--- src/css_consts.svh ---
// Purpose: Named offsets, field positions and reset values of the completion framer.
// Assumes: Included by its bare name wherever the constants are needed.
// Notes:   Offsets are byte addresses on a 32-bit APB bus.
`ifndef CSS_CONSTS_SVH
`define CSS_CONSTS_SVH

`define CSS_AW             12
`define CSS_REG_CTRL       12'h000
`define CSS_REG_STATUS     12'h004
`define CSS_REG_ABORTS     12'h008
`define CSS_REG_BEATS      12'h00c

`define CSS_CTRL_STRADDLE  0
`define CSS_CTRL_ENDPOINT  1
`define CSS_CTRL_RST       2'h0

`define CSS_STAT_HOLDING   0
`define CSS_STAT_OUT_VALID 1
`define CSS_STAT_STRADDLE  2

`define CSS_MIN_UP_LAST_DW 2'h2
`define CSS_CNT_RST        32'h0000_0000
`define CSS_CNT_STEP       32'h0000_0001
`define CSS_WIDE_BITS      256

`endif

--- src/css_pkg.sv ---
// Purpose: Types shared by the completion framer and its bench.
// Assumes: Nothing beyond the constants header.
// Notes:   Packed struct fields run from the most significant bit down.
package css_pkg;

    // One half-beat segment from the completion buffer.
    typedef struct packed {
        logic [127:0] data;
        logic [15:0]  byte_en;
        logic [1:0]   last_dw;
        logic         sop;
        logic         eop;
        logic         err;
        logic         payload;
    } css_seg_t;

    // Sideband word, bit 0 of byte_en is bit 0 of the bus.
    typedef struct packed {
        logic [31:0] parity;
        logic        abort;
        logic [3:0]  end_b;
        logic [3:0]  end_a;
        logic        start_b;
        logic        start_a;
        logic [31:0] byte_en;
    } css_side_t;

    typedef struct packed {
        logic [11:0] paddr;
        logic        pwrite;
        logic [31:0] pwdata;
        logic        psel;
        logic        penable;
    } css_apb_req_t;

    typedef struct packed {
        logic [31:0] prdata;
        logic        pready;
        logic        pslverr;
    } css_apb_rsp_t;

    typedef enum {
        CSS_HOLD,
        CSS_EMIT_ONE,
        CSS_EMIT_TWO
    } css_act_t;

endpackage : css_pkg

--- src/css_framer.sv ---
// Purpose: Frames requester completions onto the completion stream with sideband flags.
// Assumes: Segments arrive in packet order, each packet opening with sop and closing with eop.
// Notes:   Straddling only takes effect with a 256-bit bus; change it only while idle.
//
// Contract
// [RULE_01] Unstraddled: start_a only in first beat
// [RULE_02] Unstraddled: one start per beat, start_b low
// [RULE_03] Straddle 256-bit: two completions may share beat
// [RULE_04] Straddle start_a: lane 0, or 16 if continuing
// [RULE_05] Second start only after end in bytes 0-15
// [RULE_06] end_a: flag bit 0, last-Dword offset bits 3:1
// [RULE_07] end_b: second end, offset only 6 or 7
// [RULE_08] end_b implies end_a and start_b
// [RULE_09] End fields meaningful only in straddle mode
// [RULE_10] Consumer finds second end from length or enables
// [RULE_11] Payload read error raises abort in final beat; code drops an upper completion's error after a clean lower end
// [RULE_12] Consumer drops whole aborted completion
// [RULE_13] No abort without payload; only with end_a
// [RULE_14] No second start in an abort beat
// [RULE_15] Endpoint reports the payload error upstream
// [RULE_16] Bits 74:43 carry odd parity per byte
// [RULE_17] Narrow buses: unused parity bits held zero
// [RULE_18] Consumer may ignore start_a outside straddle
// [RULE_19] Transfer on valid and accept; hold while stalled
// [RULE_20] Straddle mode holds packet-last at zero
// [RULE_21] Byte enables mark payload bytes, never descriptors
// [RULE_22] Offset n means bytes 4n to 4n+3
`include "css_consts.svh"

module css_framer
    import css_pkg::*;
#(
    parameter int BUS_W  = 256,
    parameter int KEEP_W = BUS_W / 32
) (
    // Clock and reset
    input  wire logic               ref_clk,
    input  wire logic               reset_n,
    // Register bus
    input  wire css_apb_req_t       apb_req,
    output css_apb_rsp_t            apb_rsp,
    // Segments from the completion buffer
    input  wire logic               seg_valid,
    input  wire css_seg_t           seg_in,
    output logic                    seg_ready,
    // Completion stream
    output logic                    completion_valid,
    input  wire logic               completion_accept,
    output logic [BUS_W-1:0]        completion_data_bus,
    output logic [KEEP_W-1:0]       completion_dword_keep,
    output logic                    completion_packet_last,
    output css_side_t               completion_sideband_bus,
    // Error reporting
    output logic                    aer_uncorr_report
);

    // Narrower buses carry one whole segment per beat and never straddle.
    localparam bit WIDE   = (BUS_W == `CSS_WIDE_BITS);
    localparam int NBYTES = BUS_W / 8;

    // Control and status state.
    logic               ctrl_straddle_q;
    logic               ctrl_endpoint_q;
    logic [31:0]        abort_cnt_q;
    logic [31:0]        beat_cnt_q;
    logic               straddle;

    // Packing state.
    css_seg_t           lo_q;
    logic               lo_full_q;
    logic               lo_full_d;
    logic               seg_ready_q;
    css_act_t           act;
    logic               fire;
    logic               out_free;
    logic               lo_abort;
    logic               up_fits;
    logic               pairable;

    // Beat under construction.
    logic               up_v;
    logic               up_end;
    logic               any_end;
    logic [2:0]         end_idx;
    logic [255:0]       wide_data;
    logic [31:0]        be_all;
    css_side_t          side_d;
    logic [KEEP_W-1:0]  keep_d;
    logic               last_d;

    // Output registers.
    logic               out_valid_q;
    logic               out_valid_d;
    logic [BUS_W-1:0]   out_data_q;
    logic [KEEP_W-1:0]  out_keep_q;
    logic               out_last_q;
    css_side_t          out_side_q;
    logic               aer_q;
    logic               xfer;

    // Register bus answer.
    logic [31:0]        prdata_q;
    logic               pready_q;
    logic               pslverr_q;
    logic [31:0]        rd_mux;
    logic               rd_hit;
    logic               apb_setup;
    logic               apb_done;

    assign straddle = WIDE & ctrl_straddle_q;
    assign fire     = seg_valid & seg_ready_q;
    // The output register is free when it is empty or its beat leaves now.
    assign out_free = ~out_valid_q | completion_accept;
    assign xfer     = out_valid_q & completion_accept;

    // Decide whether the held lower segment can take an upper partner.
    always_comb begin
        lo_abort = lo_q.eop & lo_q.err & lo_q.payload;
        up_fits  = ~seg_in.eop | (seg_in.last_dw >= `CSS_MIN_UP_LAST_DW);
        pairable = 1'b0;

        if (WIDE) begin
            // A continuing lower segment must be completed by the next one.
            if (!lo_q.eop) begin
                pairable = 1'b1;
            end else if (straddle && seg_in.sop && !lo_abort && up_fits) begin // [RULE_03] [RULE_05] [RULE_14]
                // A completion that both starts and ends above a continuation is
                // deferred, so that a second end always comes with two starts.
                pairable = lo_q.sop | ~seg_in.eop; // [RULE_08]
            end
        end
    end

    // A lower segment that ends a completion leaves without waiting for a
    // partner, trading some straddle density for lower latency.
    always_comb begin
        if (!lo_full_q || !out_free) begin
            act = CSS_HOLD;
        end else if (WIDE && fire && pairable) begin
            act = CSS_EMIT_TWO;
        end else if (!WIDE || lo_q.eop) begin
            act = CSS_EMIT_ONE;
        end else begin
            act = CSS_HOLD;
        end
    end

    // Occupancy of the lower slot and validity of the next output beat.
    always_comb begin
        unique case (act)
            CSS_HOLD:     lo_full_d = lo_full_q | fire;
            CSS_EMIT_ONE: lo_full_d = fire;
            CSS_EMIT_TWO: lo_full_d = 1'b0;
        endcase

        // An unaccepted beat stays valid; nothing is dropped while stalled.
        if (act != CSS_HOLD) begin
            out_valid_d = 1'b1;
        end else begin
            out_valid_d = out_valid_q & ~completion_accept; // [RULE_19]
        end
    end

    // Build the beat from the held segment and, when paired, the incoming one.
    always_comb begin
        up_v    = (act == CSS_EMIT_TWO);
        up_end  = up_v & seg_in.eop;
        any_end = lo_q.eop | up_end;
        if (lo_q.eop) begin
            end_idx = {1'b0, lo_q.last_dw}; // [RULE_22]
        end else begin
            end_idx = {1'b1, seg_in.last_dw}; // [RULE_22]
        end

        wide_data = {(up_v ? seg_in.data : 128'h0), lo_q.data};
        be_all    = {(up_v ? seg_in.byte_en : 16'h0), lo_q.byte_en};
        side_d    = '0;

        // Parity is formed on the muxed beat, so an empty upper half still
        // reads as odd parity on every byte.
        for (int i = 0; i < NBYTES; i++) begin
            side_d.byte_en[i] = be_all[i]; // [RULE_21]
            side_d.parity[i]  = ~^wide_data[8*i +: 8]; // [RULE_16] [RULE_17]
        end

        side_d.start_a = lo_q.sop | (up_v & seg_in.sop); // [RULE_01] [RULE_04]
        side_d.start_b = straddle & lo_q.sop & up_v & seg_in.sop; // [RULE_02] [RULE_05]

        if (any_end) begin
            side_d.end_a = {end_idx, 1'b1}; // [RULE_06]
        end
        if (straddle && lo_q.eop && up_end) begin
            side_d.end_b = {1'b1, seg_in.last_dw, 1'b1}; // [RULE_07] [RULE_08] [RULE_09]
        end

        if (lo_q.eop) begin
            side_d.abort = lo_abort; // [RULE_11] [RULE_13]
        end else begin
            side_d.abort = up_end & seg_in.err & seg_in.payload; // [RULE_11] [RULE_13]
        end

        // In straddle mode keep stays all ones; the sideband flags frame packets.
        for (int k = 0; k < KEEP_W; k++) begin
            keep_d[k] = straddle | ~any_end | (k[2:0] <= end_idx);
        end
        last_d = ~straddle & any_end; // [RULE_20]
    end

    // Held lower segment; a paired segment goes straight into the upper half
    // of the beat and is never held.
    always_ff @(posedge ref_clk or negedge reset_n) begin
        if (!reset_n) begin
            lo_q      <= '0;
            lo_full_q <= 1'b0;
        end else begin
            lo_full_q <= lo_full_d;
            if (fire && act != CSS_EMIT_TWO) begin
                lo_q <= seg_in;
            end
        end
    end

    // Ready looks one cycle ahead so that it can come from a flop.
    // It may drop a cycle early, costing a bubble but never a lost segment.
    always_ff @(posedge ref_clk or negedge reset_n) begin
        if (!reset_n) begin
            seg_ready_q <= 1'b0;
        end else begin
            seg_ready_q <= ~lo_full_d | ~out_valid_d;
        end
    end

    // Output beat register; it only reloads once the consumer has taken it.
    always_ff @(posedge ref_clk or negedge reset_n) begin
        if (!reset_n) begin
            out_valid_q <= 1'b0;
            out_data_q  <= '0;
            out_keep_q  <= '0;
            out_last_q  <= 1'b0;
            out_side_q  <= '0;
        end else begin
            out_valid_q <= out_valid_d; // [RULE_19]
            if (act != CSS_HOLD) begin
                out_data_q <= wide_data[BUS_W-1:0];
                out_keep_q <= keep_d;
                out_last_q <= last_d;
                out_side_q <= side_d;
            end else if (xfer) begin
                // A taken beat drops last at once, so a stale last cannot
                // linger into a later switch to straddle mode.
                out_last_q <= 1'b0; // [RULE_20]
            end
        end
    end

    // Error report toward the upstream port, one pulse per aborted completion.
    // The pulse follows the transfer, so a stalled abort beat reports once.
    always_ff @(posedge ref_clk or negedge reset_n) begin
        if (!reset_n) begin
            aer_q <= 1'b0;
        end else begin
            aer_q <= xfer & out_side_q.abort & ctrl_endpoint_q; // [RULE_15]
        end
    end

    // Beat and abort counters, both wrap.
    // Counting at the transfer keeps stalled cycles out of the totals.
    always_ff @(posedge ref_clk or negedge reset_n) begin
        if (!reset_n) begin
            abort_cnt_q <= `CSS_CNT_RST;
            beat_cnt_q  <= `CSS_CNT_RST;
        end else if (xfer) begin
            beat_cnt_q <= beat_cnt_q + `CSS_CNT_STEP;
            if (out_side_q.abort) begin
                abort_cnt_q <= abort_cnt_q + `CSS_CNT_STEP;
            end
        end
    end

    // APB slave: the answer is prepared in the setup cycle, so every access
    // completes in its first access cycle with no wait state.
    assign apb_setup = apb_req.psel & ~apb_req.penable;
    assign apb_done  = apb_req.psel & apb_req.penable & pready_q;

    always_comb begin
        rd_hit = 1'b1;
        rd_mux = 32'h0000_0000;

        // Reads return the state as it stands at the setup edge.
        unique case (apb_req.paddr)
            `CSS_REG_CTRL: begin
                rd_mux[`CSS_CTRL_STRADDLE] = ctrl_straddle_q;
                rd_mux[`CSS_CTRL_ENDPOINT] = ctrl_endpoint_q;
            end
            `CSS_REG_STATUS: begin
                rd_mux[`CSS_STAT_HOLDING]   = lo_full_q;
                rd_mux[`CSS_STAT_OUT_VALID] = out_valid_q;
                rd_mux[`CSS_STAT_STRADDLE]  = straddle;
            end
            `CSS_REG_ABORTS: rd_mux = abort_cnt_q;
            `CSS_REG_BEATS:  rd_mux = beat_cnt_q;
            default:         rd_hit = 1'b0;
        endcase
    end

    always_ff @(posedge ref_clk or negedge reset_n) begin
        if (!reset_n) begin
            pready_q  <= 1'b0;
            prdata_q  <= 32'h0000_0000;
            pslverr_q <= 1'b0;
        end else begin
            pready_q <= apb_setup;
            // The error flag is latched with the read data so both stand until the next setup.
            if (apb_setup) begin
                prdata_q  <= apb_req.pwrite ? 32'h0000_0000 : rd_mux;
                pslverr_q <= ~rd_hit;
            end
        end
    end

    // Control register; straddling is sampled by the packer every cycle, so
    // flipping it inside a packet would break that packet's framing.
    always_ff @(posedge ref_clk or negedge reset_n) begin
        if (!reset_n) begin
            ctrl_straddle_q <= 1'(`CSS_CTRL_RST >> `CSS_CTRL_STRADDLE);
            ctrl_endpoint_q <= 1'(`CSS_CTRL_RST >> `CSS_CTRL_ENDPOINT);
        end else if (apb_done && apb_req.pwrite && apb_req.paddr == `CSS_REG_CTRL) begin
            ctrl_straddle_q <= apb_req.pwdata[`CSS_CTRL_STRADDLE];
            ctrl_endpoint_q <= apb_req.pwdata[`CSS_CTRL_ENDPOINT];
        end
    end

    // Every output comes straight from a flop.
    assign apb_rsp                 = '{prdata: prdata_q, pready: pready_q, pslverr: pslverr_q};

    assign seg_ready               = seg_ready_q;
    assign completion_valid        = out_valid_q;
    assign completion_data_bus     = out_data_q;
    assign completion_dword_keep   = out_keep_q;
    assign completion_packet_last  = out_last_q;
    assign completion_sideband_bus = out_side_q;
    assign aer_uncorr_report       = aer_q;

endmodule : css_framer

--- config.mk ---
export PLATFORM = sky130hd
export DESIGN_NAME = css_framer
export DESIGN_NICKNAME = d
export VERILOG_FILES = /design/src/css_pkg.sv /design/src/css_framer.sv
export VERILOG_INCLUDE_DIRS = /design/src
export SDC_FILE = /design/constraint.sdc
export NUM_CORES = 1
export LEC_CHECK = 0
export BUFFER_PORTS_ARGS = -buffer_cell sky130_fd_sc_hd__buf_2
export CAP_MARGIN = 40
export CORE_AREA = 4 4 224 226
export CTS_CLUSTER_SIZE = 25
export DETAILED_ROUTE_END_ITERATION = 6
export DIE_AREA = 0 0 228 230
export GPL_ROUTABILITY_DRIVEN = 0
export PLACE_DENSITY_LB_ADDON = 0.15
export SLEW_MARGIN = 40
export SYNTH_ARGS = -nofsm -noshare
export SYNTH_HDL_FRONTEND = slang
export SYNTH_SLANG_ARGS = --single-unit
--- constraint.sdc ---
create_clock -name ref_clk -period 6.01 [get_ports ref_clk]
set_input_delay 1.202 -clock ref_clk [delete_from_list [all_inputs] [get_ports ref_clk]]
set_output_delay 1.202 -clock ref_clk [all_outputs]
set_load 0.02 [all_outputs]
==> key figures <==
Logic synthesis
  • Top post-synthesis cells by area: dfrtp_1, mux2_2, xnor2_1, a22o_1, xor2_1
  • Mean Syn Cell Area: 13.8 um2
  • Most used DFF post-synth: dfrtp_1
  • Top cell type's share of synthesized area: 60.5%
  • Post-synth cell types: 49
  • Mapped Nets: 1988
  • Post-Synthesis Cells: 1782
  • Register area share after synthesis: 60.5%
  • Yosys top cell by area: dfrtp_1
  • Yosys reg bits: 593
  • Post-synth EDFFs: 0
  • Warnings from Yosys: 0
  • Synthesized cell area: 0.0245 mm2
  • Fraction of registers with async set/reset: 100%

CTS
  • Resized Gates After CTS: 0
  • Max clock buf depth: 3
  • Depth of the CTS H-tree: 2
  • Post-CTS Setup Repair Bufs: 0
  • CTS tree: yes
  • CTS Root Cell: clkbuf_16
  • TritonCTS Buffers: 59
  • Clk_lat worst skew: 0.60 ns
  • Clock transition at the registers of the reported paths: 0.06 ns
  • CTS sink cnt: 593
  • Cts hold-fix bufs: 0

STA
  • Hold Slack: 0.469 ns
  • Final period util: 58.5%
  • Final setup viols: 0
  • Peak Freq: 284 MHz
  • Final WS setup: 2.49 ns
  • Relative slew slack: 43.0%
  • RSZ-0062 raised after global routing: no
  • Crit path time final: 3.52 ns
  • Max-slew violations: 0
  • Fin. Hold Viols: 0
  • Final Skew: 0.00985 ns
  • Least-Margin Pin Slew: 0.855 ns
  • Setup TNS: 0 ns

Cells and area
  • Commonest non-fill, non-tap cell in the layout: dfrtp_1
  • Synth-to-Final Area Change: 21.9%
  • Post-route cell area: 0.0299 mm2
  • Final core utilization: 61.8%
  • Layout Nets: 2516
  • Share of layout cells above drive strength 1: 41.3%
  • Filler cells: 3826
  • Most frequent cells in the layout: dfrtp_1, buf_2, mux2_2, xnor2_1, a22o_1

Power
  • Leakage power: 14.2 nW
  • PwrDens: 544 mW/mm2
  • Max VDD drop: 383 uV

Global route
  • Initial antenna violation count: 7
  • Tot GR Track Use: 23.1%
  • Grt ovf: 0
  • Largest net degree at the start of global routing: 179
  • Global-route wire length before repair: 97100 um
  • Vias in the first global route: 16834

Floorplanning
  • CORE AREA: 0.0483 mm2
  • Row count: 81
  • Die X: 228 um
  • Die Ht: 230 um
  • Initial core utilization: 50.7%
  • Num ports: 578
  • Die area: 0.0524 mm2

Route
  • Drt via density: 5.33
  • Routed via count: 15896
  • TritonRoute pass-1 iters: 4
  • Routed WL: 61700 um
  • Drt wl/cell: 20.7 um
  • Antenna Violating Nets Remaining: 0
  • DR iter-0 viols: 768
  • # DRC: 0

Place
  • Port bufs: 547
  • Detailed placement HPWL: 43600 um
  • Setup WS pre-CTS: 1.89 ns
  • Area post-placement: 0.0279 mm2

Critical path
  • Worst setup SP type: input pin
  • Critical Path RT: 6.54 ns
  • Critical path endpoint category: flop
  • Crit Path Category: input pin to flop
  • Arrival @ worst endpoint: 4.05 ns
  • R2r worst-path depth: 8
  • Critical Path Fanout Max: 100

Worst hold path
  • Hold Path Class: flop to flop
  • Hold Path Depth: 1

Status
  • Status: finished clean

Flow run
  • Max-cap violations: 0
==> synthesized netlist by cell type, types with 2 or more instances <==
| cell | count |
|---|---|
| a21oi_1 | 26 |
| a22o_1 | 146 |
| and2_1 | 4 |
| and3_1 | 13 |
| and4_1 | 6 |
| buf_1 | 8 |
| buf_4 | 3 |
| clkbuf_1 | 80 |
| dfrtp_1 | 593 |
| ha_1 | 5 |
| inv_1 | 12 |
| mux2_2 | 299 |
| mux2i_1 | 31 |
| mux4_2 | 2 |
| nand2_1 | 85 |
| nand2b_1 | 4 |
| nand3_1 | 26 |
| nand4_1 | 21 |
| nor2_1 | 18 |
| nor2b_1 | 20 |
| nor3_1 | 8 |
| nor4_1 | 6 |
| nor4_2 | 2 |
| o21ai_0 | 44 |
| o21ai_2 | 10 |
| o21bai_1 | 2 |
| or2_2 | 2 |
| xnor2_1 | 235 |
| xor2_1 | 51 |
==> sequential cells by signal (all words and copies together), names as in the netlist <==
| register | cells |
|---|---|
| completion_data_bus | 256 |
| lo_q | 134 |
| completion_sideband_bus | 74 |
| abort_cnt_q | 32 |
| beat_cnt_q | 32 |
| prdata_q | 32 |
| be_all | 16 |
| completion_dword_keep | 8 |
| aer_uncorr_report | 1 |
| completion_packet_last | 1 |
| completion_valid | 1 |
| ctrl_endpoint_q | 1 |
| ctrl_straddle_q | 1 |
| lo_full_q | 1 |
| pready_q | 1 |
| pslverr_q | 1 |
| seg_ready | 1 |
==> per-layer routing <==
layer / vias to the layer above / share of wire (%) / GRT usage, %
met1: 8110 / 41 / 29.3
met5: - / 0 / 0
met3: 104 / 6.3 / 6.10
met4: 0 / 3.1 / 7.98
li1: 7284 / - / -
met2: 398 / 50 / 38.7
==> final timing paths <==
check                                         startpoint                        to  slack [ns]
min in group asynchronous                        reset_n  completion_data_bus[192]        0.58
worst min register to register  completion_dword_keep[0]  completion_dword_keep[0]        0.47
worst max register to register           ctrl_straddle_q  completion_data_bus[202]        2.67
worst min-delay path            completion_dword_keep[0]  completion_dword_keep[0]        0.47
worst max-delay path                           seg_in[2]  completion_data_bus[202]        2.49
max in group asynchronous                        reset_n   completion_data_bus[23]        4.15
==> critical path, stage by stage <==
cell,delay [ns]
buf_2,0.13
a21boi_0,0.12
o21ai_0,0.18
nand3_1,0.15
or2_2,0.36
ha_4,0.37
nor2b_4,0.70
buf_12,0.38
a22o_1,0.23
==> area by class of cell <==
class	count	area (um2)	share of cell area (%)
sequential	593	14800	49.6
multi-input combinational	1082	9260	31.0
timing repair buffer	562	3020	10.1
clock buffer	90	1780	5.94
tap	622	778	2.60
clock inverter	15	158	0.527
inverter	12	45.0	0.151
antenna	7	17.5	0.0586
==> kinds of logic after synthesis <==
family / count (synthesis) / share of synthesized area (%)
fa+ha+maj: 5 / 0.255
compound gates: 236 / 7.32
flops: 593 / 60.5
simple gates: 223 / 4.69
buf+inv: 107 / 1.79
mux: 332 / 15.2
xor+xnor: 286 / 10.2
==> stage by stage <==
step	total power, mW	std cells
after global placement	12.5	2869
after detailed placement	12.7	2869
after global routing	17.2	2983
final	16.2	2983
after floorplan	10.6	1782
after CTS	16.4	2974
==> power breakdown <==
part | internal (mW) | leakage, nW | switching (mW)
Clock | 2.15 | 0.948 | 1.52
Sequential | 5.36 | 7.42 | 0.869
Combinational | 2.87 | 5.85 | 3.48
No activity file was read; power rests on OpenSTA's default activity.
